### src/design/hvtrc_pkg.sv
// constants, register map and types of the hv channel trip and ramp control
package hvtrc_pkg;
    // timing
    localparam int CLK_PERIOD_NS = 4;
    localparam int RAMP_TICK_NS  = 1000000;
    localparam int RAMP_TICK_CYC = RAMP_TICK_NS / CLK_PERIOD_NS;
    localparam int TRIP_TICK_MS  = 100;
    localparam int MS_CW         = 18;
    localparam int SUB_CW        = 7;
    // widths
    localparam int VW = 24;
    localparam int RW = 16;
    localparam int IW = 16;
    localparam int TW = 10;
    // trip value that selects constant-current operation
    localparam logic [TW-1:0] TRIP_CC        = 10'h3e8;
    localparam logic [IW-1:0] HW_MAX_CURRENT = 16'hffff;
    // register byte offsets
    localparam logic [7:0] A_CTRL   = 8'h00;
    localparam logic [7:0] A_VSETA  = 8'h04;
    localparam logic [7:0] A_VSETB  = 8'h08;
    localparam logic [7:0] A_ILIMA  = 8'h0c;
    localparam logic [7:0] A_ILIMB  = 8'h10;
    localparam logic [7:0] A_RUP    = 8'h14;
    localparam logic [7:0] A_RDN    = 8'h18;
    localparam logic [7:0] A_TRIP   = 8'h1c;
    localparam logic [7:0] A_CMD    = 8'h20;
    localparam logic [7:0] A_STATUS = 8'h24;
    localparam logic [7:0] A_SETPT  = 8'h28;
    // control fields
    localparam int B_PWR     = 0;
    localparam int B_RESTORE = 1;
    localparam int B_KILL    = 2;
    localparam int B_FIXED   = 3;
    localparam int CTRL_W    = 4;
    localparam int B_CLR     = 0;
    // status fields
    localparam int S_ON      = 0;
    localparam int S_TRIP    = 1;
    localparam int S_OC      = 2;
    localparam int S_RAMP    = 3;
    localparam int S_CNT_LSB = 16;
    // reset values
    localparam logic [CTRL_W-1:0] CTRL_RST = 4'h0;
    localparam logic [VW-1:0]     VSET_RST = 24'h000000;
    localparam logic [IW-1:0]     ILIM_RST = 16'h0000;
    localparam logic [RW-1:0]     RATE_RST = 16'h0032;
    typedef enum logic [1:0] {
        CH_OFF  = 2'b00,
        CH_ON   = 2'b01,
        CH_TRIP = 2'b10
    } hvtrc_state_e;
endpackage

### src/design/hvtrc_ramp.sv
// output set point ramp generator
`timescale 1ns/10ps
`default_nettype none
module hvtrc_ramp (
    // clock and reset
    input  wire logic                       ref_clk_i,
    input  wire logic                       nrst_i,
    // control
    input  wire logic                       tick_i,
    input  wire logic                       kill_i,
    input  wire logic [hvtrc_pkg::VW-1:0]   target_i,
    input  wire logic [hvtrc_pkg::RW-1:0]   up_rate_i,
    input  wire logic [hvtrc_pkg::RW-1:0]   down_rate_i,
    // set point
    output logic      [hvtrc_pkg::VW-1:0]   setpoint_o
);
    localparam int PAD = hvtrc_pkg::VW - hvtrc_pkg::RW;
    wire logic [hvtrc_pkg::VW-1:0] up_ext   = {{PAD{1'b0}}, up_rate_i};
    wire logic [hvtrc_pkg::VW-1:0] dn_ext   = {{PAD{1'b0}}, down_rate_i};
    wire logic [hvtrc_pkg::VW-1:0] up_gap   = target_i - setpoint_o;
    wire logic [hvtrc_pkg::VW-1:0] dn_gap   = setpoint_o - target_i;
    wire logic                     rising   = setpoint_o < target_i;
    // never overshoot: the last step lands exactly on the target
    wire logic [hvtrc_pkg::VW-1:0] up_step  = (up_gap > up_ext) ? setpoint_o + up_ext : target_i;
    wire logic [hvtrc_pkg::VW-1:0] dn_step  = (dn_gap > dn_ext) ? setpoint_o - dn_ext : target_i;
    wire logic [hvtrc_pkg::VW-1:0] moved    = rising ? up_step : dn_step;
    wire logic [hvtrc_pkg::VW-1:0] sp_next  = kill_i ? '0 : (tick_i ? moved : setpoint_o);

    always_ff @(posedge ref_clk_i or negedge nrst_i) begin
        if (!nrst_i) begin
            setpoint_o <= '0;
        end else begin
            setpoint_o <= sp_next;
        end
    end
endmodule
`default_nettype wire

### src/design/hvtrc_top.sv
// hv channel on/off, ramp and over-current trip control with an ahb-lite register slave
//
// The placing of the registers and register access over AHB-Lite were chosen for this implementation.
`timescale 1ns/10ps
`default_nettype none
module hvtrc_top #(
    parameter int MS_CYCLES = hvtrc_pkg::RAMP_TICK_CYC
) (
    // clock and reset
    input  wire logic                          ref_clk_i,
    input  wire logic                          nrst_i,
    // ahb-lite slave
    input  wire logic                          hsel_i,
    input  wire logic [31:0]                   haddr_i,
    input  wire logic [1:0]                    htrans_i,
    input  wire logic                          hwrite_i,
    input  wire logic [2:0]                    hsize_i,
    input  wire logic [31:0]                   hwdata_i,
    input  wire logic                          hready_i,
    output logic      [31:0]                   hrdata_o,
    output logic                               hreadyout_o,
    output logic                               hresp_o,
    // channel inputs
    input  wire logic                          interlock_i,
    input  wire logic                          outputs_enable_i,
    input  wire logic                          voltage_setpoint_select_i,
    input  wire logic                          current_limit_select_i,
    input  wire logic                          overcurrent_i,
    // retained state fed back after a restart
    input  wire logic                          restore_enable_i,
    input  wire logic                          saved_power_i,
    // channel outputs
    output logic      [hvtrc_pkg::VW-1:0]      setpoint_o,
    output logic      [hvtrc_pkg::IW-1:0]      current_limit_value_o,
    output logic                               channel_on_o,
    output logic                               trip_o,
    output logic                               power_state_o,
    output logic                               power_on_restore_o
);
    // registers
    logic [hvtrc_pkg::CTRL_W-1:0] ctrl_reg;
    logic [hvtrc_pkg::VW-1:0]     voltage_setpoint_a_reg;
    logic [hvtrc_pkg::VW-1:0]     voltage_setpoint_b_reg;
    logic [hvtrc_pkg::IW-1:0]     current_limit_a_reg;
    logic [hvtrc_pkg::IW-1:0]     current_limit_b_reg;
    logic [hvtrc_pkg::RW-1:0]     ramp_up_rate_reg;
    logic [hvtrc_pkg::RW-1:0]     ramp_down_rate_reg;
    logic [hvtrc_pkg::TW-1:0]     trip_val_reg;
    logic [hvtrc_pkg::TW-1:0]     trip_cnt_reg;
    logic [hvtrc_pkg::TW-1:0]     trip_cnt_next;
    logic [hvtrc_pkg::IW-1:0]     ilimit_reg;
    hvtrc_pkg::hvtrc_state_e      state_reg;
    hvtrc_pkg::hvtrc_state_e      state_next;
    logic                         kill_reg;
    logic                         restore_done_reg;
    logic [hvtrc_pkg::MS_CW-1:0]  ms_cnt_reg;
    logic [hvtrc_pkg::SUB_CW-1:0] sub_cnt_reg;
    logic                         ms_tick_reg;
    logic                         trip_tick_reg;
    logic                         dp_wr_reg;
    logic [7:0]                   dp_addr_reg;
    logic [31:0]                  hrdata_reg;

    localparam logic [hvtrc_pkg::MS_CW-1:0]  MS_LAST  = hvtrc_pkg::MS_CW'(MS_CYCLES - 1);
    localparam logic [hvtrc_pkg::SUB_CW-1:0] SUB_LAST =
        hvtrc_pkg::SUB_CW'(hvtrc_pkg::TRIP_TICK_MS - 1);

    // bus decode: zero wait states, always okay
    wire logic        addr_ph  = hsel_i && htrans_i[1] && hready_i;
    wire logic        mapped   = haddr_i[31:8] == 24'h000000;
    wire logic        wr_ctrl  = dp_wr_reg && dp_addr_reg == hvtrc_pkg::A_CTRL;
    wire logic        wr_vseta = dp_wr_reg && dp_addr_reg == hvtrc_pkg::A_VSETA;
    wire logic        wr_vsetb = dp_wr_reg && dp_addr_reg == hvtrc_pkg::A_VSETB;
    wire logic        wr_ilima = dp_wr_reg && dp_addr_reg == hvtrc_pkg::A_ILIMA;
    wire logic        wr_ilimb = dp_wr_reg && dp_addr_reg == hvtrc_pkg::A_ILIMB;
    wire logic        wr_rup   = dp_wr_reg && dp_addr_reg == hvtrc_pkg::A_RUP;
    wire logic        wr_rdn   = dp_wr_reg && dp_addr_reg == hvtrc_pkg::A_RDN;
    wire logic        wr_trip  = dp_wr_reg && dp_addr_reg == hvtrc_pkg::A_TRIP;
    wire logic        wr_cmd   = dp_wr_reg && dp_addr_reg == hvtrc_pkg::A_CMD;

    // commands
    wire logic alarm_clr   = wr_cmd && hwdata_i[hvtrc_pkg::B_CLR];
    wire logic pwr_on_cmd  = wr_ctrl && hwdata_i[hvtrc_pkg::B_PWR];
    wire logic pwr_off_cmd = wr_ctrl && !hwdata_i[hvtrc_pkg::B_PWR];
    wire logic permitted   = !interlock_i && outputs_enable_i;
    wire logic trip_mode   = trip_val_reg < hvtrc_pkg::TRIP_CC;
    wire logic is_on       = state_reg == hvtrc_pkg::CH_ON;
    wire logic expire      = is_on && overcurrent_i && trip_mode && trip_cnt_reg == '0;
    // restore is caught one cycle after reset release, never under the reset itself
    wire logic restore_go  = !restore_done_reg && restore_enable_i && saved_power_i && permitted;
    wire logic cnt_reload  = wr_trip || alarm_clr || pwr_on_cmd || !overcurrent_i;
    wire logic cnt_dec     = is_on && overcurrent_i && trip_mode && trip_tick_reg
                             && trip_cnt_reg != '0;

    // set point and limit selection
    wire logic [hvtrc_pkg::VW-1:0] voltage_setpoint_select_val = voltage_setpoint_select_i ?
                                              voltage_setpoint_b_reg : voltage_setpoint_a_reg;
    wire logic [hvtrc_pkg::VW-1:0] target   = is_on ? voltage_setpoint_select_val : '0;
    wire logic [hvtrc_pkg::IW-1:0] lim_pick = current_limit_select_i ?
                                              current_limit_b_reg : current_limit_a_reg;
    wire logic [hvtrc_pkg::IW-1:0] lim_next = ctrl_reg[hvtrc_pkg::B_FIXED] ?
                                              hvtrc_pkg::HW_MAX_CURRENT : lim_pick;

    // read mux
    wire logic [31:0] status_w = {6'h00, trip_cnt_reg, 12'h000, setpoint_o != target,
                                  overcurrent_i, state_reg[1], state_reg[0]};
    wire logic [7:0]  ra       = haddr_i[7:0];
    wire logic [31:0] rd_mux   =
        !mapped                     ? 32'h00000000 :
        ra == hvtrc_pkg::A_CTRL     ? {28'h0000000, ctrl_reg} :
        ra == hvtrc_pkg::A_VSETA    ? {8'h00, voltage_setpoint_a_reg} :
        ra == hvtrc_pkg::A_VSETB    ? {8'h00, voltage_setpoint_b_reg} :
        ra == hvtrc_pkg::A_ILIMA    ? {16'h0000, current_limit_a_reg} :
        ra == hvtrc_pkg::A_ILIMB    ? {16'h0000, current_limit_b_reg} :
        ra == hvtrc_pkg::A_RUP      ? {16'h0000, ramp_up_rate_reg} :
        ra == hvtrc_pkg::A_RDN      ? {16'h0000, ramp_down_rate_reg} :
        ra == hvtrc_pkg::A_TRIP     ? {22'h000000, trip_val_reg} :
        ra == hvtrc_pkg::A_STATUS   ? status_w :
        ra == hvtrc_pkg::A_SETPT    ? {8'h00, setpoint_o} : 32'h00000000;

    assign hrdata_o              = hrdata_reg;
    assign hreadyout_o           = 1'b1;
    assign hresp_o               = 1'b0;
    assign current_limit_value_o = ilimit_reg;
    assign channel_on_o          = state_reg[0];
    assign trip_o                = state_reg[1];
    assign power_state_o         = ctrl_reg[hvtrc_pkg::B_PWR];
    assign power_on_restore_o    = ctrl_reg[hvtrc_pkg::B_RESTORE];

    // channel state
    always_comb begin
        state_next = state_reg;
        unique case (state_reg)
            hvtrc_pkg::CH_OFF: begin
                if (restore_go || (pwr_on_cmd && permitted)) begin
                    state_next = hvtrc_pkg::CH_ON;
                end
            end
            hvtrc_pkg::CH_ON: begin
                if (expire) begin
                    state_next = hvtrc_pkg::CH_TRIP;
                end else if (pwr_off_cmd || !permitted) begin
                    state_next = hvtrc_pkg::CH_OFF;
                end
            end
            hvtrc_pkg::CH_TRIP: begin
                if (pwr_on_cmd && permitted) begin
                    state_next = hvtrc_pkg::CH_ON;
                end else if (alarm_clr || pwr_on_cmd) begin
                    state_next = hvtrc_pkg::CH_OFF;
                end
            end
            default: state_next = hvtrc_pkg::CH_OFF;
        endcase
    end

    // trip counter: a reload always wins over a decrement
    always_comb begin
        trip_cnt_next = trip_cnt_reg;
        if (cnt_reload) begin
            trip_cnt_next = wr_trip ? hwdata_i[hvtrc_pkg::TW-1:0] : trip_val_reg;
        end else if (cnt_dec) begin
            trip_cnt_next = trip_cnt_reg - 10'h001;
        end
    end

    always_ff @(posedge ref_clk_i or negedge nrst_i) begin
        if (!nrst_i) begin
            state_reg        <= hvtrc_pkg::CH_OFF;
            trip_cnt_reg     <= hvtrc_pkg::TRIP_CC;
            kill_reg         <= 1'b0;
            restore_done_reg <= 1'b0;
            ilimit_reg       <= hvtrc_pkg::ILIM_RST;
        end else begin
            state_reg        <= state_next;
            trip_cnt_reg     <= trip_cnt_next;
            restore_done_reg <= 1'b1;
            ilimit_reg       <= lim_next;
            if (expire) begin
                kill_reg <= ctrl_reg[hvtrc_pkg::B_KILL];
            end else if (state_next == hvtrc_pkg::CH_ON) begin
                kill_reg <= 1'b0;
            end
        end
    end

    // tick dividers: 1 ms ramp tick, 100 ms trip tick
    always_ff @(posedge ref_clk_i or negedge nrst_i) begin
        if (!nrst_i) begin
            ms_cnt_reg    <= '0;
            sub_cnt_reg   <= '0;
            ms_tick_reg   <= 1'b0;
            trip_tick_reg <= 1'b0;
        end else begin
            ms_tick_reg   <= ms_cnt_reg == MS_LAST;
            trip_tick_reg <= ms_cnt_reg == MS_LAST && sub_cnt_reg == SUB_LAST;
            ms_cnt_reg    <= (ms_cnt_reg == MS_LAST) ? '0 : ms_cnt_reg + 1'b1;
            if (ms_cnt_reg == MS_LAST) begin
                sub_cnt_reg <= (sub_cnt_reg == SUB_LAST) ? '0 : sub_cnt_reg + 1'b1;
            end
        end
    end

    // bus slave
    always_ff @(posedge ref_clk_i or negedge nrst_i) begin
        if (!nrst_i) begin
            dp_wr_reg   <= 1'b0;
            dp_addr_reg <= 8'h00;
            hrdata_reg  <= 32'h00000000;
        end else begin
            dp_wr_reg   <= addr_ph && hwrite_i && mapped;
            dp_addr_reg <= haddr_i[7:0];
            hrdata_reg  <= (addr_ph && !hwrite_i) ? rd_mux : 32'h00000000;
        end
    end

    // software registers
    always_ff @(posedge ref_clk_i or negedge nrst_i) begin
        if (!nrst_i) begin
            ctrl_reg               <= hvtrc_pkg::CTRL_RST;
            voltage_setpoint_a_reg <= hvtrc_pkg::VSET_RST;
            voltage_setpoint_b_reg <= hvtrc_pkg::VSET_RST;
            current_limit_a_reg    <= hvtrc_pkg::ILIM_RST;
            current_limit_b_reg    <= hvtrc_pkg::ILIM_RST;
            ramp_up_rate_reg       <= hvtrc_pkg::RATE_RST;
            ramp_down_rate_reg     <= hvtrc_pkg::RATE_RST;
            trip_val_reg           <= hvtrc_pkg::TRIP_CC;
        end else begin
            if (wr_ctrl) begin
                ctrl_reg <= hwdata_i[hvtrc_pkg::CTRL_W-1:0];
            end else if (restore_go) begin
                ctrl_reg[hvtrc_pkg::B_PWR] <= 1'b1;
            end
            if (wr_vseta) begin
                voltage_setpoint_a_reg <= hwdata_i[hvtrc_pkg::VW-1:0];
            end
            if (wr_vsetb) begin
                voltage_setpoint_b_reg <= hwdata_i[hvtrc_pkg::VW-1:0];
            end
            if (wr_ilima) begin
                current_limit_a_reg <= hwdata_i[hvtrc_pkg::IW-1:0];
            end
            if (wr_ilimb) begin
                current_limit_b_reg <= hwdata_i[hvtrc_pkg::IW-1:0];
            end
            if (wr_rup) begin
                ramp_up_rate_reg <= hwdata_i[hvtrc_pkg::RW-1:0];
            end
            if (wr_rdn) begin
                ramp_down_rate_reg <= hwdata_i[hvtrc_pkg::RW-1:0];
            end
            if (wr_trip) begin
                trip_val_reg <= hwdata_i[hvtrc_pkg::TW-1:0];
            end
        end
    end

    // kill forces zero at once; every other drop follows ramp-down
    hvtrc_ramp u_ramp (
        .ref_clk_i   (ref_clk_i),
        .nrst_i      (nrst_i),
        .tick_i      (ms_tick_reg),
        .kill_i      (kill_reg),
        .target_i    (target),
        .up_rate_i   (ramp_up_rate_reg),
        .down_rate_i (ramp_down_rate_reg),
        .setpoint_o  (setpoint_o)
    );
endmodule
`default_nettype wire

### config.mk
export PLATFORM = sky130hd
export DESIGN_NAME = hvtrc_top
export DESIGN_NICKNAME = d
export VERILOG_FILES = /design/src/design/hvtrc_pkg.sv /design/src/design/hvtrc_ramp.sv /design/src/design/hvtrc_top.sv
export SDC_FILE = /design/constraint.sdc
export NUM_CORES = 1
export LEC_CHECK = 0
export ABC_AREA = 1
export BUFFER_PORTS_ARGS = -buffer_cell sky130_fd_sc_hd__clkbuf_2
export CAP_MARGIN = 0
export CORE_MARGIN = 2
export CORE_UTILIZATION = 30
export DETAILED_ROUTE_END_ITERATION = 6
export GPL_TIMING_DRIVEN = 0
export HOLD_SLACK_MARGIN = 0.06
export PLACE_DENSITY_LB_ADDON = 0.12
export SLEW_MARGIN = 10
export SYNTH_ARGS = -nofsm -noshare
export SYNTH_HDL_FRONTEND = slang
export SYNTH_SLANG_ARGS = --single-unit
### constraint.sdc
create_clock -name ref_clk_i -period 9.7 [get_ports ref_clk_i]
set_input_delay 0.485 -clock ref_clk_i [delete_from_list [all_inputs] [get_ports ref_clk_i]]
set_output_delay 0.485 -clock ref_clk_i [all_outputs]
set_load 0.02 [all_outputs]
==> results.md <==
Power:
- The share of total power dissipated in combinational logic is 7.4%.
- The analysis attributes to net switching a power of just over 0.6 mW.
- Registers are responsible for 42.4% of the overall power.
- In this run the power density over the cells is 116 mW/mm2.
- The internal portion of total power is 1.80 mW.
- The clock network burns approximately 50% of the power.
- Summed over all cells, the static leakage comes to ~11 nW.
- The worst-case IR drop observed on VDD is 138 uV.
- The switching portion of total power is 25.3%.

Floorplan:
- For this design the top-level I/O count stands at 159.
- For this configuration, the core starts out at a cell density of 30.3%.
- The core region is 0.0589 mm2.
- The height of the chip is 248 um.
- Row generation in the floorplan step produced 89 rows.
- The horizontal extent of the die is 248 um.
- The die covers between 0.06 and 0.07 mm2.

Timing:
- The number of pins with negative max-slew slack in the final report is 0.
- The maximum operating frequency is 0.146 GHz.
- The worst path needs 6830 ps of the cycle, external delays included.
- The final number of hold-violating endpoints is 0.
- The number of endpoints failing setup at the final stage is 0.
- The worst slew margin relative to its limit is between 10% and 20%.
- The transition time at the pin with the least slew margin is 1260 ps.
- The worst clock skew on the final layout is just under 30 ps.
- Setup repair after global routing left no endpoint under its margin.
- For the final routed database, the setup TNS stands at 0 ps.
- Of the available clock period, the critical path in the final layout requires between 70% and 80%.

GRT:
- The number of global-route vias before repair is ~18000.
- Entering global routing, the biggest net connects between 90 and 100 pins.
- For this run, the total global-route usage over all layers was measured as 24.9%.
- The remaining global-route overflow is 0.
- The first global-routing pass estimated 113000 um of wire.
- The number of antenna violations at the first check in global routing came to 2.

Setup path:
- The critical path crosses 27 cells after its start point.
- STA classifies the critical path startpoint as a register.
- The required time of the worst setup path is 10190 ps.
- The critical path in this run is classified as reg2reg.
- The nature of the critical path endpoint is a register.
- The cell that appears most often on the critical path is nand2_1.
- The delay contributed by the slowest stage of the critical path is 1060 ps.
- STA puts the critical path data arrival time at 7320 ps.
- Grouping stages by cell kind, the critical path spends the most delay in simple AND/OR/NAND/NOR gates.
- The length in cells of the worst reg-to-reg path is 27.
- The register-to-register setup slack is ~2900 ps.
- The timing startpoint of the critical path is state_reg[1].
- The worst flop-to-flop path endpoint is u_ramp.setpoint_o[22].
- The slowest cell on the critical path is nor3_1.
- Together, buffers and inverters on the worst path number 5.
- In this run the worst path has a maximum fanout of 10.
- In this run the critical register-to-register path is launched from state_reg[1].
- The endpoint of the worst setup timing path is u_ramp.setpoint_o[22].

Logic synthesis:
- The count of flip-flops with a built-in enable after synthesis is 0.
- Sequential elements use 34.0% of the synthesized area.
- The number of synthesized register bits is 242.
- The post-synth design cell area is 0.0179 mm2.
- Among all flip-flop cells after synthesis, the most frequent one is dfrtp_1.
- Synthesis produced between 2000 and 3000 cells.
- For this run, the number of Yosys warnings is 0.
- Counting distinct cell types in the post-synthesis netlist gives 59.
- After synthesis, the cell types taking the most area are dfrtp_1 (31%), nand2_1 (14%), ha_1 (7.7%).
- Averaged over all synthesized cells, the footprint is 7.00 um2.
- The area share of the largest cell type after synthesis is 31.4%.
- Counting flops with an async set or reset pin after synthesis yields a share of 100%.
- The synthesized design spends more area on one cell type than any other, namely dfrtp_1.

Drt:
- The routed layout has 18300 vias.
- The detail-routed net length per standard cell is 21.6 um.
- After the first detailed-routing iteration, the DRC count stood at 1456.
- After detailed routing, the total wire length is 76400 um.
- The mean number of vias per cell is 5.18.
- The remaining routing DRC violations is 0.
- The remaining antenna violation count after routing is 0.
- Before antenna repair, the detailed router went through 6 iterations.

Clock network:
- The number of buffers created by CTS is 30.
- The clock transition at the register clock pins on the worst setup and hold paths after CTS is 60 ps.
- Buffers added to address setup during post-CTS repair amount to 0.
- The total number of H-tree levels is 1.
- After clock tree synthesis, the repair step resized 0 gates.
- The number of clock sinks seen by CTS is roughly 240.
- The cell at the root of the clock tree is clkbuf_16.
- The maximum clock path buffer count is 3.
- For the worst-skew pair, the clock arrives at the later sink with an insertion delay of 600 ps.
- TritonCTS built the clock tree.

Job:
- The tool flagged a number of max-cap violations equal to 0.

Status:
- The run finished with clean final reports.

Layout:
- The final layout contains a little under 3000 nets.
- The library cells used most frequently in the layout, excluding fill and tap cells, are nand2_1 (659), inv_1 (336), dfrtp_1 (224).
- The multi-input gate area in the final layout is 0.00998 mm2.
- The post-route netlist has 10.9% of its cells at a drive strength greater than 1.
- The leading cell type in the layout, fill and taps excluded is nand2_1.
- The register with the most flip-flops in the layout has 26 of them.
- After filler insertion, the fill cell instance count of the layout stands at 6336.
- The storage element area is 0.00608 mm2.
- Relative to the synthesized area, the layout overhead comes to 16.1%.
- Once layout is complete, the cells apart from fillers number 3531.

Placed design:
- The detailed placer's ending HPWL is 62400 um.
- The congestion estimate from routability-driven global placement came to just over 1.
- The number of placed cells counting well taps is ~3500.
- The count of buffers added on input and output ports is 136.

Min path:
- The kind of path behind the tightest hold check is in2reg.
==> cells in the mapped netlist (all sizes together), types with 3 or more instances <==
cell type,instances
clkbuf,61
nand4,35
a211oi,4
xor2,63
o21a,7
ha,110
o22ai,15
o21bai,14
nand3,221
nor2,175
a21oi,153
a221oi,5
dfrtp,224
buf,38
nor3,60
o2111ai,6
xnor2,20
o21ai,220
a21o,4
dfstp,18
inv,349
o221ai,9
nand2,668
fa,4
o311ai,3
nor4,12
a31oi,17
o211ai,14
==> cells by family after synthesis <==
| kind of cell | after synthesis | share of synthesized area (%) |
|---|---|---|
| adders and majority gates | 114 | 8.16 |
| and+or+nand+nor | 1182 | 28.6 |
| other | 2 | 0.0421 |
| xor gates and xnor gates | 83 | 4.07 |
| buffers and inverters | 450 | 10.3 |
| AOI/OAI and AO/OA | 477 | 14.8 |
| DFF | 242 | 34.0 |
==> cell type report <==
type,count,share of cell area [%]
well taps,773,4.67
multi-input cells,1865,48.1
repair buffers,145,3.93
diodes,1,0.0121
clock buffers,43,4.39
inverters,351,6.37
flip-flops and latches,242,29.3
plain buffers,99,2.47
clock inverters,12,0.712
==> layer usage <==
metal,global-route usage [%],vias up,wire length [um]
met5,0,-,0
met4,7.10,0,2340
met3,4.10,114,5060
met2,42.0,638,35900
met1,32.7,8807,33100
li1,-,8724,-
==> power groups by stage <==
| stage | Combinational (mW) | Clock, mW | Sequential (mW) |
|---|---|---|---|
| floorplan | 0.0870 | 0 | 1.04 |
| global placement | 0.172 | 0 | 1.04 |
| detailed placement | 0.176 | 0 | 1.04 |
| CTS | 0.179 | 1.23 | 1.02 |
| global route | 0.198 | 1.27 | 1.02 |
| finish | 0.178 | 1.21 | 1.02 |
==> stage by stage <==
stage / cell area [um2] / total power, mW / utilization, % / hold slack [ps] / worst slack [ps]
after floorplan: 17900 / 1.13 / - / 189 / 5530
after global placement: 19500 / 1.21 / 33.2 / 449 / 2970
after detailed placement: 19600 / 1.21 / 33.3 / 456 / 3030
after CTS: 20700 / 2.43 / 35.2 / 61.2 / 3090
after global routing: 20700 / 2.49 / 35.2 / 72.2 / 2620
final: 20700 / 2.40 / 35.2 / 77.1 / 2870
==> timing repair <==
action,CTS,global route
endpoints found under the setup margin,0,0
hold endpoints to repair,69,0
hold buffers,7,0
==> how the worst min path moves through the flow <==
stage	to	slack [ps]	startpoint	cells after the start
6_report	dp_addr_reg[3]	80	haddr_i[3]	1
5_1_grt	dp_addr_reg[3]	70	haddr_i[3]	1
4_1_cts	dp_addr_reg[3]	60	haddr_i[3]	1
3_5_place_dp	ms_cnt_reg[0]	460	ms_cnt_reg[0]	1
3_3_place_gp	ms_cnt_reg[0]	450	ms_cnt_reg[0]	1
2_1_floorplan	ctrl_reg[0]	190	nrst_i	0
(Power assumes the default switching activity.)
